`src/csa_pkg.sv`:
```
package csa_pkg;

    // ----
    // Register sub-addresses
    // ----
    localparam logic [7:0] ADDR_FEATURE_ENABLES = 8'h29;
    localparam logic [7:0] ADDR_TOTAL_SECONDS = 8'h30;
    localparam logic [7:0] ADDR_HOLD_SECONDS = 8'h31;
    localparam logic [7:0] ADDR_ABSORB_SECONDS = 8'h32;
    localparam logic [7:0] ADDR_EQUALIZE_SECONDS = 8'h33;
    localparam logic [7:0] ADDR_PHASE_INDICATORS = 8'h34;
    localparam logic [7:0] ADDR_LOOP_STATUS = 8'h35;
    localparam logic [7:0] ADDR_THRESHOLD_FLAGS = 8'h36;

    // ----
    // Widths
    // ----
    localparam int DATA_W = 16;
    localparam int FEAT_W = 3;
    localparam int SHORT_TIMER_W = 11;
    localparam int PHASE_W = 11;
    localparam int LOOP_W = 4;
    localparam int FLAG_W = 16;

    // ----
    // Field positions
    // ----
    localparam int FEAT_FRACTIONAL_STOP = 2;
    localparam int FEAT_THERMAL_ADJUST = 1;
    localparam int FEAT_ZONE_PROFILE = 0;

    localparam int PH_EQUALIZE = 10;
    localparam int PH_ABSORB = 9;
    localparam int PH_SUSPEND = 8;
    localparam int PH_PRECONDITION = 7;
    localparam int PH_MAIN = 6;
    localparam int PH_THERMAL_PAUSE = 5;
    localparam int PH_TIME_STOP = 4;
    localparam int PH_TAPER_STOP = 3;
    localparam int PH_OVERTIME = 2;
    localparam int PH_ABSENT_BATTERY = 1;
    localparam int PH_SHORTED_BATTERY = 0;

    localparam int LOOP_INPUT_SAG = 3;
    localparam int LOOP_INPUT_CURRENT = 2;
    localparam int LOOP_CURRENT = 1;
    localparam int LOOP_VOLTAGE = 0;

    localparam int FLAG_MEAS_READY = 15;
    localparam int FLAG_CHARGE_COUNT_LOW = 13;
    localparam int FLAG_CHARGE_COUNT_HIGH = 12;
    localparam int FLAG_BATTERY_VOLTAGE_LOW = 11;
    localparam int FLAG_BATTERY_VOLTAGE_HIGH = 10;
    // Bit 14 has no source
    localparam logic [15:0] FLAG_IMPLEMENTED_MASK = 16'hBFFF;

    // ----
    // Reset values
    // ----
    localparam logic [2:0] FEAT_RESET = 3'h3;

    // ----
    // Timing
    // ----
    localparam int CLK_HZ = 50000000;
    localparam int SECOND_US = 1000000;
    localparam int MEAS_CYCLE_US = 6500;
    localparam int WARMUP_US = 12000;
    localparam int SECOND_CYCLES = SECOND_US * (CLK_HZ / 1000000);
    localparam int MEAS_CYCLE_CYCLES = MEAS_CYCLE_US * (CLK_HZ / 1000000);
    localparam int WARMUP_CYCLES = WARMUP_US * (CLK_HZ / 1000000);

    // ----
    // Types
    // ----
    typedef enum logic [1:0] {
        CHEM_LITHIUM_ION,
        CHEM_IRON_PHOSPHATE,
        CHEM_LEAD_ACID
    } csa_chem_t;

endpackage

```
`src/csa_charger_status_alert_registers.sv`:
```
`timescale 1ns/10ps
`default_nettype none

module csa_charger_status_alert_registers
    import csa_pkg::*;
#(
    parameter int SECOND_COUNT = csa_pkg::SECOND_CYCLES,
    parameter int MEAS_COUNT = csa_pkg::MEAS_CYCLE_CYCLES,
    parameter int WARMUP_COUNT = csa_pkg::WARMUP_CYCLES
) (
    input wire logic clk_sys,
    input wire logic resetn,
    input wire logic [1:0] chemistry,
    input wire logic programmable_config,
    input wire logic reg_wr,
    input wire logic reg_rd,
    input wire logic [7:0] reg_addr,
    input wire logic [csa_pkg::DATA_W-1:0] reg_wdata,
    output logic [csa_pkg::DATA_W-1:0] reg_rdata,
    output logic reg_rvalid,
    input wire logic charge_request,
    input wire logic request_suspend,
    input wire logic input_near_battery,
    input wire logic system_fault,
    input wire logic battery_shorted,
    input wire logic battery_absent,
    input wire logic battery_below_precondition,
    input wire logic current_below_taper,
    input wire logic ratio_outside_zones,
    input wire logic absorb_request,
    input wire logic equalize_request,
    input wire logic [15:0] voltage_hold_limit,
    input wire logic [15:0] overall_charge_limit,
    input wire logic [csa_pkg::LOOP_W-1:0] loop_in_control,
    input wire logic meas_system_on,
    input wire logic [csa_pkg::FLAG_W-1:0] excursion_conditions,
    input wire logic [csa_pkg::FLAG_W-1:0] threshold_flag_enables,
    input wire logic alert_response_done,
    output logic smbalert_out,
    output logic smbalert_oe_n,
    output logic fractional_stop_active,
    output logic thermal_adjust_active,
    output logic zone_profile_active
);
    import csa_pkg::*;

    // ----
    // Declarations
    // ----
    logic [FEAT_W-1:0] feature_enables_reg;
    logic [15:0] total_seconds_reg;
    logic [SHORT_TIMER_W-1:0] hold_seconds_reg;
    logic [SHORT_TIMER_W-1:0] absorb_seconds_reg;
    logic [15:0] equalize_seconds_reg;
    logic [PHASE_W-1:0] phase_reg;
    logic [PHASE_W-1:0] phase_next;
    logic [LOOP_W-1:0] loop_reg;
    logic [LOOP_W-1:0] loop_next;
    logic [FLAG_W-1:0] flags_reg;
    logic [FLAG_W-1:0] flags_next;
    logic [FLAG_W-1:0] excursion_reg;
    logic [31:0] second_cnt_reg;
    logic [31:0] meas_cnt_reg;
    logic [31:0] warmup_cnt_reg;
    logic meas_ready_reg;
    logic second_tick;
    logic meas_end;
    logic stop_latched_reg;
    logic alert_pending_reg;
    logic is_lithium;
    logic is_li_ion;
    logic is_lead_acid;
    logic wr_flags;
    logic [FLAG_W-1:0] clear_mask;
    logic [FLAG_W-1:0] sources;
    logic charging;

    assign is_li_ion = (chemistry == CHEM_LITHIUM_ION);
    assign is_lead_acid = (chemistry == CHEM_LEAD_ACID);
    assign is_lithium = !is_lead_acid;
    assign second_tick = (second_cnt_reg == 32'(SECOND_COUNT - 1));
    assign meas_end = (meas_cnt_reg == 32'(MEAS_COUNT - 1));

    // ----
    // Time bases
    // ----
    always_ff @(posedge clk_sys or negedge resetn) begin
        if (!resetn) begin
            second_cnt_reg <= 32'h0;
        end else if (second_tick) begin
            second_cnt_reg <= 32'h0;
        end else begin
            second_cnt_reg <= second_cnt_reg + 32'h1;
        end
    end

    always_ff @(posedge clk_sys or negedge resetn) begin
        if (!resetn) begin
            meas_cnt_reg <= 32'h0;
        end else if (meas_end) begin
            meas_cnt_reg <= 32'h0;
        end else begin
            meas_cnt_reg <= meas_cnt_reg + 32'h1;
        end
    end

    // Warm-up restarts whenever the measurement system is switched off
    always_ff @(posedge clk_sys or negedge resetn) begin
        if (!resetn) begin
            warmup_cnt_reg <= 32'h0;
            meas_ready_reg <= 1'b0;
        end else if (!meas_system_on) begin
            warmup_cnt_reg <= 32'h0;
            meas_ready_reg <= 1'b0;
        end else if (warmup_cnt_reg == 32'(WARMUP_COUNT - 1)) begin
            meas_ready_reg <= 1'b1;
        end else begin
            warmup_cnt_reg <= warmup_cnt_reg + 32'h1;
        end
    end

    // ----
    // Feature enables
    // ----
    // Writable only in programmable configuration; upper bits dropped
    always_ff @(posedge clk_sys or negedge resetn) begin
        if (!resetn) begin
            feature_enables_reg <= FEAT_RESET;
        end else if (reg_wr && programmable_config && reg_addr == ADDR_FEATURE_ENABLES) begin
            feature_enables_reg <= reg_wdata[FEAT_W-1:0];
        end
    end

    // Each enable only counts for its own chemistry
    always_ff @(posedge clk_sys or negedge resetn) begin
        if (!resetn) begin
            fractional_stop_active <= 1'b0;
            thermal_adjust_active <= 1'b0;
            zone_profile_active <= 1'b0;
        end else begin
            fractional_stop_active <= is_lithium && feature_enables_reg[FEAT_FRACTIONAL_STOP];
            thermal_adjust_active <= is_lead_acid && feature_enables_reg[FEAT_THERMAL_ADJUST];
            zone_profile_active <= is_lithium && feature_enables_reg[FEAT_ZONE_PROFILE];
        end
    end

    // ----
    // Regulation loop
    // ----
    // Priority pick keeps the word one-hot even on overlapping inputs
    always_comb begin
        loop_next = '0;
        if (loop_in_control[LOOP_INPUT_SAG]) begin
            loop_next[LOOP_INPUT_SAG] = 1'b1;
        end else if (loop_in_control[LOOP_INPUT_CURRENT]) begin
            loop_next[LOOP_INPUT_CURRENT] = 1'b1;
        end else if (loop_in_control[LOOP_CURRENT]) begin
            loop_next[LOOP_CURRENT] = 1'b1;
        end else if (loop_in_control[LOOP_VOLTAGE]) begin
            loop_next[LOOP_VOLTAGE] = 1'b1;
        end
    end

    always_ff @(posedge clk_sys or negedge resetn) begin
        if (!resetn) begin
            loop_reg <= '0;
        end else begin
            loop_reg <= loop_next;
        end
    end

    // ----
    // Charger phase
    // ----
    always_comb begin
        phase_next = '0;
        if (!charge_request) begin
            phase_next = '0;
        end else if (stop_latched_reg) begin
            phase_next = phase_reg;
        end else if (battery_shorted) begin
            phase_next[PH_SHORTED_BATTERY] = 1'b1;
        end else if (battery_absent) begin
            phase_next[PH_ABSENT_BATTERY] = 1'b1;
        end else if (input_near_battery || request_suspend || system_fault) begin
            phase_next[PH_SUSPEND] = 1'b1;
        end else if (is_lithium && total_seconds_reg > overall_charge_limit) begin
            phase_next[PH_OVERTIME] = 1'b1;
        end else if (is_lithium && {5'h0, hold_seconds_reg} >= voltage_hold_limit
                     && phase_reg[PH_MAIN] && loop_reg[LOOP_VOLTAGE]) begin
            phase_next[PH_TIME_STOP] = 1'b1;
        end else if (fractional_stop_active && current_below_taper && loop_reg[LOOP_VOLTAGE]
                     && phase_reg[PH_MAIN]) begin
            phase_next[PH_TAPER_STOP] = 1'b1;
        end else if (zone_profile_active && ratio_outside_zones) begin
            phase_next[PH_THERMAL_PAUSE] = 1'b1;
        end else if (is_li_ion && battery_below_precondition) begin
            phase_next[PH_PRECONDITION] = 1'b1;
        end else if (is_lead_acid && equalize_request) begin
            phase_next[PH_EQUALIZE] = 1'b1;
        end else if (!is_li_ion && absorb_request) begin
            phase_next[PH_ABSORB] = 1'b1;
        end else begin
            phase_next[PH_MAIN] = 1'b1;
        end
    end

    // At most one bit set by construction: no request clears all bits, a latched stop holds, every other branch sets a single bit
    always_ff @(posedge clk_sys or negedge resetn) begin
        if (!resetn) begin
            phase_reg <= '0;
        end else begin
            phase_reg <= phase_next;
        end
    end

    // Terminations hold until the charge request drops
    always_ff @(posedge clk_sys or negedge resetn) begin
        if (!resetn) begin
            stop_latched_reg <= 1'b0;
        end else if (!charge_request) begin
            stop_latched_reg <= 1'b0;
        end else if (phase_next[PH_TIME_STOP] || phase_next[PH_TAPER_STOP] || phase_next[PH_OVERTIME]) begin
            stop_latched_reg <= 1'b1;
        end
    end

    assign charging = phase_reg[PH_MAIN] || phase_reg[PH_PRECONDITION]
                      || phase_reg[PH_ABSORB] || phase_reg[PH_EQUALIZE];

    // ----
    // Seconds counters
    // ----
    // Counters saturate rather than wrap so a limit compare stays true
    always_ff @(posedge clk_sys or negedge resetn) begin
        if (!resetn) begin
            total_seconds_reg <= 16'h0;
        end else if (!charge_request || !is_lithium) begin
            total_seconds_reg <= 16'h0;
        end else if (second_tick && charging && total_seconds_reg != 16'hFFFF) begin
            total_seconds_reg <= total_seconds_reg + 16'h1;
        end
    end

    always_ff @(posedge clk_sys or negedge resetn) begin
        if (!resetn) begin
            hold_seconds_reg <= '0;
        end else if (!charge_request || !is_lithium) begin
            hold_seconds_reg <= '0;
        end else if (second_tick && phase_reg[PH_MAIN] && loop_reg[LOOP_VOLTAGE]
                     && hold_seconds_reg != {SHORT_TIMER_W{1'b1}}) begin
            hold_seconds_reg <= hold_seconds_reg + 11'h1;
        end
    end

    always_ff @(posedge clk_sys or negedge resetn) begin
        if (!resetn) begin
            absorb_seconds_reg <= '0;
        end else if (!charge_request || is_li_ion) begin
            absorb_seconds_reg <= '0;
        end else if (second_tick && phase_reg[PH_ABSORB]
                     && absorb_seconds_reg != {SHORT_TIMER_W{1'b1}}) begin
            absorb_seconds_reg <= absorb_seconds_reg + 11'h1;
        end
    end

    // Host write takes priority over the tick in the same cycle
    always_ff @(posedge clk_sys or negedge resetn) begin
        if (!resetn) begin
            equalize_seconds_reg <= 16'h0;
        end else if (reg_wr && programmable_config && reg_addr == ADDR_EQUALIZE_SECONDS) begin
            equalize_seconds_reg <= reg_wdata;
        end else if (!is_lead_acid) begin
            equalize_seconds_reg <= 16'h0;
        end else if (second_tick && phase_reg[PH_EQUALIZE] && equalize_seconds_reg != 16'hFFFF) begin
            equalize_seconds_reg <= equalize_seconds_reg + 16'h1;
        end
    end

    // ----
    // Threshold-crossing flags
    // ----
    assign sources = {meas_ready_reg, excursion_conditions[14:0]} & FLAG_IMPLEMENTED_MASK;
    assign wr_flags = reg_wr && reg_addr == ADDR_THRESHOLD_FLAGS;
    assign clear_mask = wr_flags ? ~reg_wdata : '0;

    // Excursions are sampled only at the end of a measurement cycle
    always_ff @(posedge clk_sys or negedge resetn) begin
        if (!resetn) begin
            excursion_reg <= '0;
        end else if (meas_end) begin
            excursion_reg <= sources;
        end
    end

    // A clear with the condition still standing sets the bit again
    always_comb begin
        flags_next = flags_reg & ~clear_mask;
        flags_next = flags_next | (excursion_reg & clear_mask);
        if (meas_end) begin
            flags_next = flags_next | sources;
        end
        flags_next = flags_next & threshold_flag_enables & FLAG_IMPLEMENTED_MASK;
    end

    always_ff @(posedge clk_sys or negedge resetn) begin
        if (!resetn) begin
            flags_reg <= '0;
        end else begin
            flags_reg <= flags_next;
        end
    end

    // ----
    // Alert line
    // ----
    // A fresh alert beats a response finishing in the same cycle
    always_ff @(posedge clk_sys or negedge resetn) begin
        if (!resetn) begin
            alert_pending_reg <= 1'b0;
        end else if (|(flags_next & ~(flags_reg & ~clear_mask))) begin
            alert_pending_reg <= 1'b1;
        end else if (alert_response_done) begin
            alert_pending_reg <= 1'b0;
        end
    end

    always_ff @(posedge clk_sys or negedge resetn) begin
        if (!resetn) begin
            smbalert_out <= 1'b0;
            smbalert_oe_n <= 1'b1;
        end else begin
            smbalert_out <= 1'b0;
            smbalert_oe_n <= !alert_pending_reg;
        end
    end

    // ----
    // Read port
    // ----
    always_ff @(posedge clk_sys or negedge resetn) begin
        if (!resetn) begin
            reg_rdata <= '0;
            reg_rvalid <= 1'b0;
        end else begin
            reg_rvalid <= reg_rd;
            if (reg_rd) begin
                unique case (reg_addr)
                    ADDR_FEATURE_ENABLES: reg_rdata <= {13'h0, feature_enables_reg};
                    ADDR_TOTAL_SECONDS: reg_rdata <= total_seconds_reg;
                    ADDR_HOLD_SECONDS: reg_rdata <= {5'h0, hold_seconds_reg};
                    ADDR_ABSORB_SECONDS: reg_rdata <= {5'h0, absorb_seconds_reg};
                    ADDR_EQUALIZE_SECONDS: reg_rdata <= equalize_seconds_reg;
                    ADDR_PHASE_INDICATORS: reg_rdata <= {5'h0, phase_reg};
                    ADDR_LOOP_STATUS: reg_rdata <= {12'h0, loop_reg};
                    ADDR_THRESHOLD_FLAGS: reg_rdata <= flags_reg;
                    default: reg_rdata <= '0;
                endcase
            end
        end
    end

endmodule

`default_nettype wire

```
`config.mk`:
```
export PLATFORM = sky130hd
export DESIGN_NAME = csa_charger_status_alert_registers
export DESIGN_NICKNAME = d
export VERILOG_FILES = /design/src/csa_pkg.sv /design/src/csa_charger_status_alert_registers.sv
export SDC_FILE = /design/constraint.sdc
export NUM_CORES = 1
export LEC_CHECK = 0
export ABC_AREA = 1
export BUFFER_PORTS_ARGS = -buffer_cell sky130_fd_sc_hd__clkbuf_2
export CAP_MARGIN = 20
export CORE_AREA = 2 2 148 150
export CTS_BUF_LIST = sky130_fd_sc_hd__clkbuf_4
export DETAILED_ROUTE_END_ITERATION = 16
export DIE_AREA = 0 0 150 152
export GPL_ROUTABILITY_DRIVEN = 0
export GPL_TIMING_DRIVEN = 1
export PLACE_DENSITY = 0.85
export SYNTH_ARGS = -nofsm -noshare
export SYNTH_HDL_FRONTEND = slang
export SYNTH_SLANG_ARGS = --single-unit
```
`constraint.sdc`:
```
create_clock -name clk_sys -period 3.17 [get_ports clk_sys]
set_input_delay 0.951 -clock clk_sys [delete_from_list [all_inputs] [get_ports clk_sys]]
set_output_delay 0.951 -clock clk_sys [all_outputs]
set_load 0.01 [all_outputs]
```
==> results.sh <==
export IMPL_setup_violations=0
export IMPL_drtAntennaViolNets=0
export IMPL_tightest_slew_ns=0.650
export IMPL_post_cts_resized=0
export IMPL_rsz0062_at_grt="false"
export IMPL_yosysWarnings=0
export IMPL_required_ns=3.80
export IMPL_clk_pin_slew_ns=0.07
export IMPL_max_vdd_ir_drop_mv=0.365
export IMPL_finish_utilization_pct=71.2
export IMPL_track_usage_pct=31.4
export IMPL_synth_distinct_cells=58
export IMPL_cp_cell_sequence="ha_1, nand3_2, nor4_2, nand3_1, nor2_2, nand3_1, nand2_1, buf_4, nand2_1, o21ai_1"
export IMPL_crit_fanout=15
export IMPL_nets=2113
export IMPL_grt_busiest_layer="met2"
export IMPL_multi_input_area_um2=6660
export IMPL_crit_arrival_ns=3.09
export IMPL_grt_pass1_wl_um=58100
export IMPL_cts_setup_buffers=0
export IMPL_layout_commonest_cell="nand2_1"
export IMPL_slew_viol_final=0
export IMPL_syn_area_um2=13500
export IMPL_core_um2=21400
export IMPL_clockPowerShare_pct=43.3
export IMPL_root_buffer="clkbuf_4"
export IMPL_die_area_um2=22800
export IMPL_dp_cells=2188
export IMPL_hold_path_class="in2async"
export IMPL_cts_hold_buffers=0
export IMPL_crit_path_max_incr_delay_ns=0.43
export IMPL_via_count=13000
export IMPL_rr_worst_depth=10
export IMPL_drc=0
export IMPL_start_util_pct=63.3
export IMPL_wl_per_cell_um=15.4
export IMPL_final_cell_mix="nand2_1, inv_1, dfrtp_1"
export IMPL_antenna_found_initial=2
export IMPL_p_seq_share_pct=51.1
export IMPL_p_sw_mw=1.45
export IMPL_fin_cells=2293
export IMPL_numPortBuffers=129
export IMPL_die_w_um=150
export IMPL_dr_pass1_iters=6
export IMPL_status="complete, no violations"
export IMPL_avgViaCountPerCell=5.68
export IMPL_clkSinkCount=222
export IMPL_cts_max_level=2
export IMPL_power_share_switching_pct=25.9
export IMPL_overflow=0
export IMPL_drt_iter0_drc=1141
export IMPL_drv_cap=0
export IMPL_async_reset_ff_share_pct=100
export IMPL_gr_usage_met3_pct=6.73
export IMPL_cp_end_kind="flop"
export IMPL_seq_area_um2=5560
export IMPL_rows=54
export IMPL_min_period_ns=2.46
export IMPL_syn2layout_area_growth_pct=12.5
export IMPL_io_pins=134
export IMPL_cts_buffers_inserted=56
export IMPL_grt_max_degree=74
export IMPL_finalCritPeriodShare_pct=77.7
export IMPL_internal_power_mw=4.15
export IMPL_wirelength_um=35300
export IMPL_cts_buffer_depth=3
export IMPL_synth_edf_count=0
export IMPL_grt_use_met1_pct=41.5
export IMPL_grt_use_met2_pct=50.0
export IMPL_synth_area_per_cell_um2=7.54
export IMPL_tritoncts="built"
export IMPL_combinationalPowerShare_pct=5.6
export IMPL_hold_viol=0
export IMPL_p_leak_nw=7.81
export IMPL_fmax_mhz=406
export IMPL_die_h_um=152
export IMPL_synth_nets=1939
export IMPL_fill_cells=1692
export IMPL_clk_latency_ns=0.73
export IMPL_p_per_area_nw_per_um2=368
export IMPL_finClkSkew_ns=0.0600
export IMPL_worstSetupPathType="reg2reg"
export IMPL_drive_gt1_share_pct=15.4
export IMPL_dpl_hpwl_um=26800
export IMPL_crit_path_start_kind="flop"
export IMPL_synth_cells=1793
export IMPL_grt_pass1_vias=12400
export IMPL_yosysSeqAreaShare_pct=41.1
export IMPL_max_slew_margin_rel_pct=56.4
export IMPL_ys_ff_latch=222
export IMPL_synth_ff_type="dfrtp_1"
export IMPL_crit_path_top_delay_cell="dfrtp_1"
export IMPL_final_setup_tns_ns=0
==> synthesized netlist by cell type (all sizes together), types with 6 or more instances <==
cell type / instances / area share (%)
nand4: 63 / 3.0
dfrtp: 219 / 41
nand3: 146 / 5.6
nand3b: 18 / 1.0
o21ai: 94 / 3.6
xor2: 61 / 4.0
inv: 291 / 8.1
a31oi: 18 / 0.83
nor3: 71 / 3.1
nor2: 171 / 5.5
o22ai: 15 / 0.69
clkbuf: 13 / 0.36
a21oi: 53 / 2.0
nor4: 31 / 1.6
buf: 19 / 1.0
xnor2: 6 / 0.39
a221oi: 7 / 0.45
nand2: 418 / 12
ha: 34 / 3.1
==> per-layer routing <==
layer	share of wire (%)	vias up
met5	0	-
met4	4.0	0
met3	9.3	103
met2	47	570
met1	40	6056
li1	-	6295
==> metrics by stage <==
stage | hold slack (ns) | area, um2 | total power, mW | setup WS, ns
floorplan | 0.344 | 13500 | 3.04 | 0.906
global placement | 0.390 | 14500 | 3.21 | 0.350
detailed placement | 0.410 | 14500 | 3.22 | 0.291
CTS | 0.207 | 15200 | 5.62 | 0.754
global route | 0.232 | 15200 | 5.79 | 0.518
finish | 0.178 | 15200 | 5.59 | 0.707
==> cells by family after synthesis <==
logic type      after synthesis  synth area share, %
other cells                   1               0.0278
simple gates                929                 32.5
xor+xnor                     67                 4.34
flops                       222                 41.1
buf+inv                     324                 9.57
fa+ha+maj                    34                 3.15
compound gates              216                 9.28
==> worst max-delay path, delay by kind of cell (launching register included) <==
kind / cells / cell delay (ns)
buffers and inverters: 1 / 0.28
DFF: 1 / 0.43
AOI/OAI and AO/OA: 1 / 0.08
adders and majority gates: 1 / 0.25
and+or+nand+nor: 7 / 1.37
==> area by class of cell <==
class                           count  share of cell area [%]
Multi-Input combinational cell   1247                    43.8
Sequential cell                   222                    36.6
Inverter                          292                    7.26
Timing Repair Buffer              148                    5.38
Clock buffer                       76                    3.75
Tap cell                          280                    2.30
Clock inverter                     26                   0.856
Antenna cell                        2                  0.0329
==> worst paths after layout <==
kind / startpoint / to / slack (ns)
worst max-delay path: second_cnt_reg[0]$_DFF_PN0_ / equalize_seconds_reg[6]$_DFFE_PN0P_ / 0.71
worst min-delay path: resetn / second_cnt_reg[24]$_DFF_PN0_ / 0.18
worst max register to register: second_cnt_reg[0]$_DFF_PN0_ / equalize_seconds_reg[6]$_DFFE_PN0P_ / 0.71
worst min register to register: alert_pending_reg$_DFFE_PN0P_ / smbalert_oe_n$_DFF_PN1_ / 0.46
max in group asynchronous: resetn / reg_rdata[3]$_DFFE_PN0P_ / 2.07
min in group clk_sys: loop_in_control[3] / loop_reg[3]$_DFF_PN0_ / 0.39
==> power by group through the flow <==
stage	sequential [mW]	combinational [mW]	clock, mW
4_1_cts	2.86	0.310	2.45
6_report	2.86	0.312	2.42
5_1_grt	2.86	0.351	2.58
3_3_place_gp	2.91	0.298	0
3_5_place_dp	2.91	0.309	0
2_1_floorplan	2.91	0.126	0
Note: power is estimated with default switching activity, not from simulation.
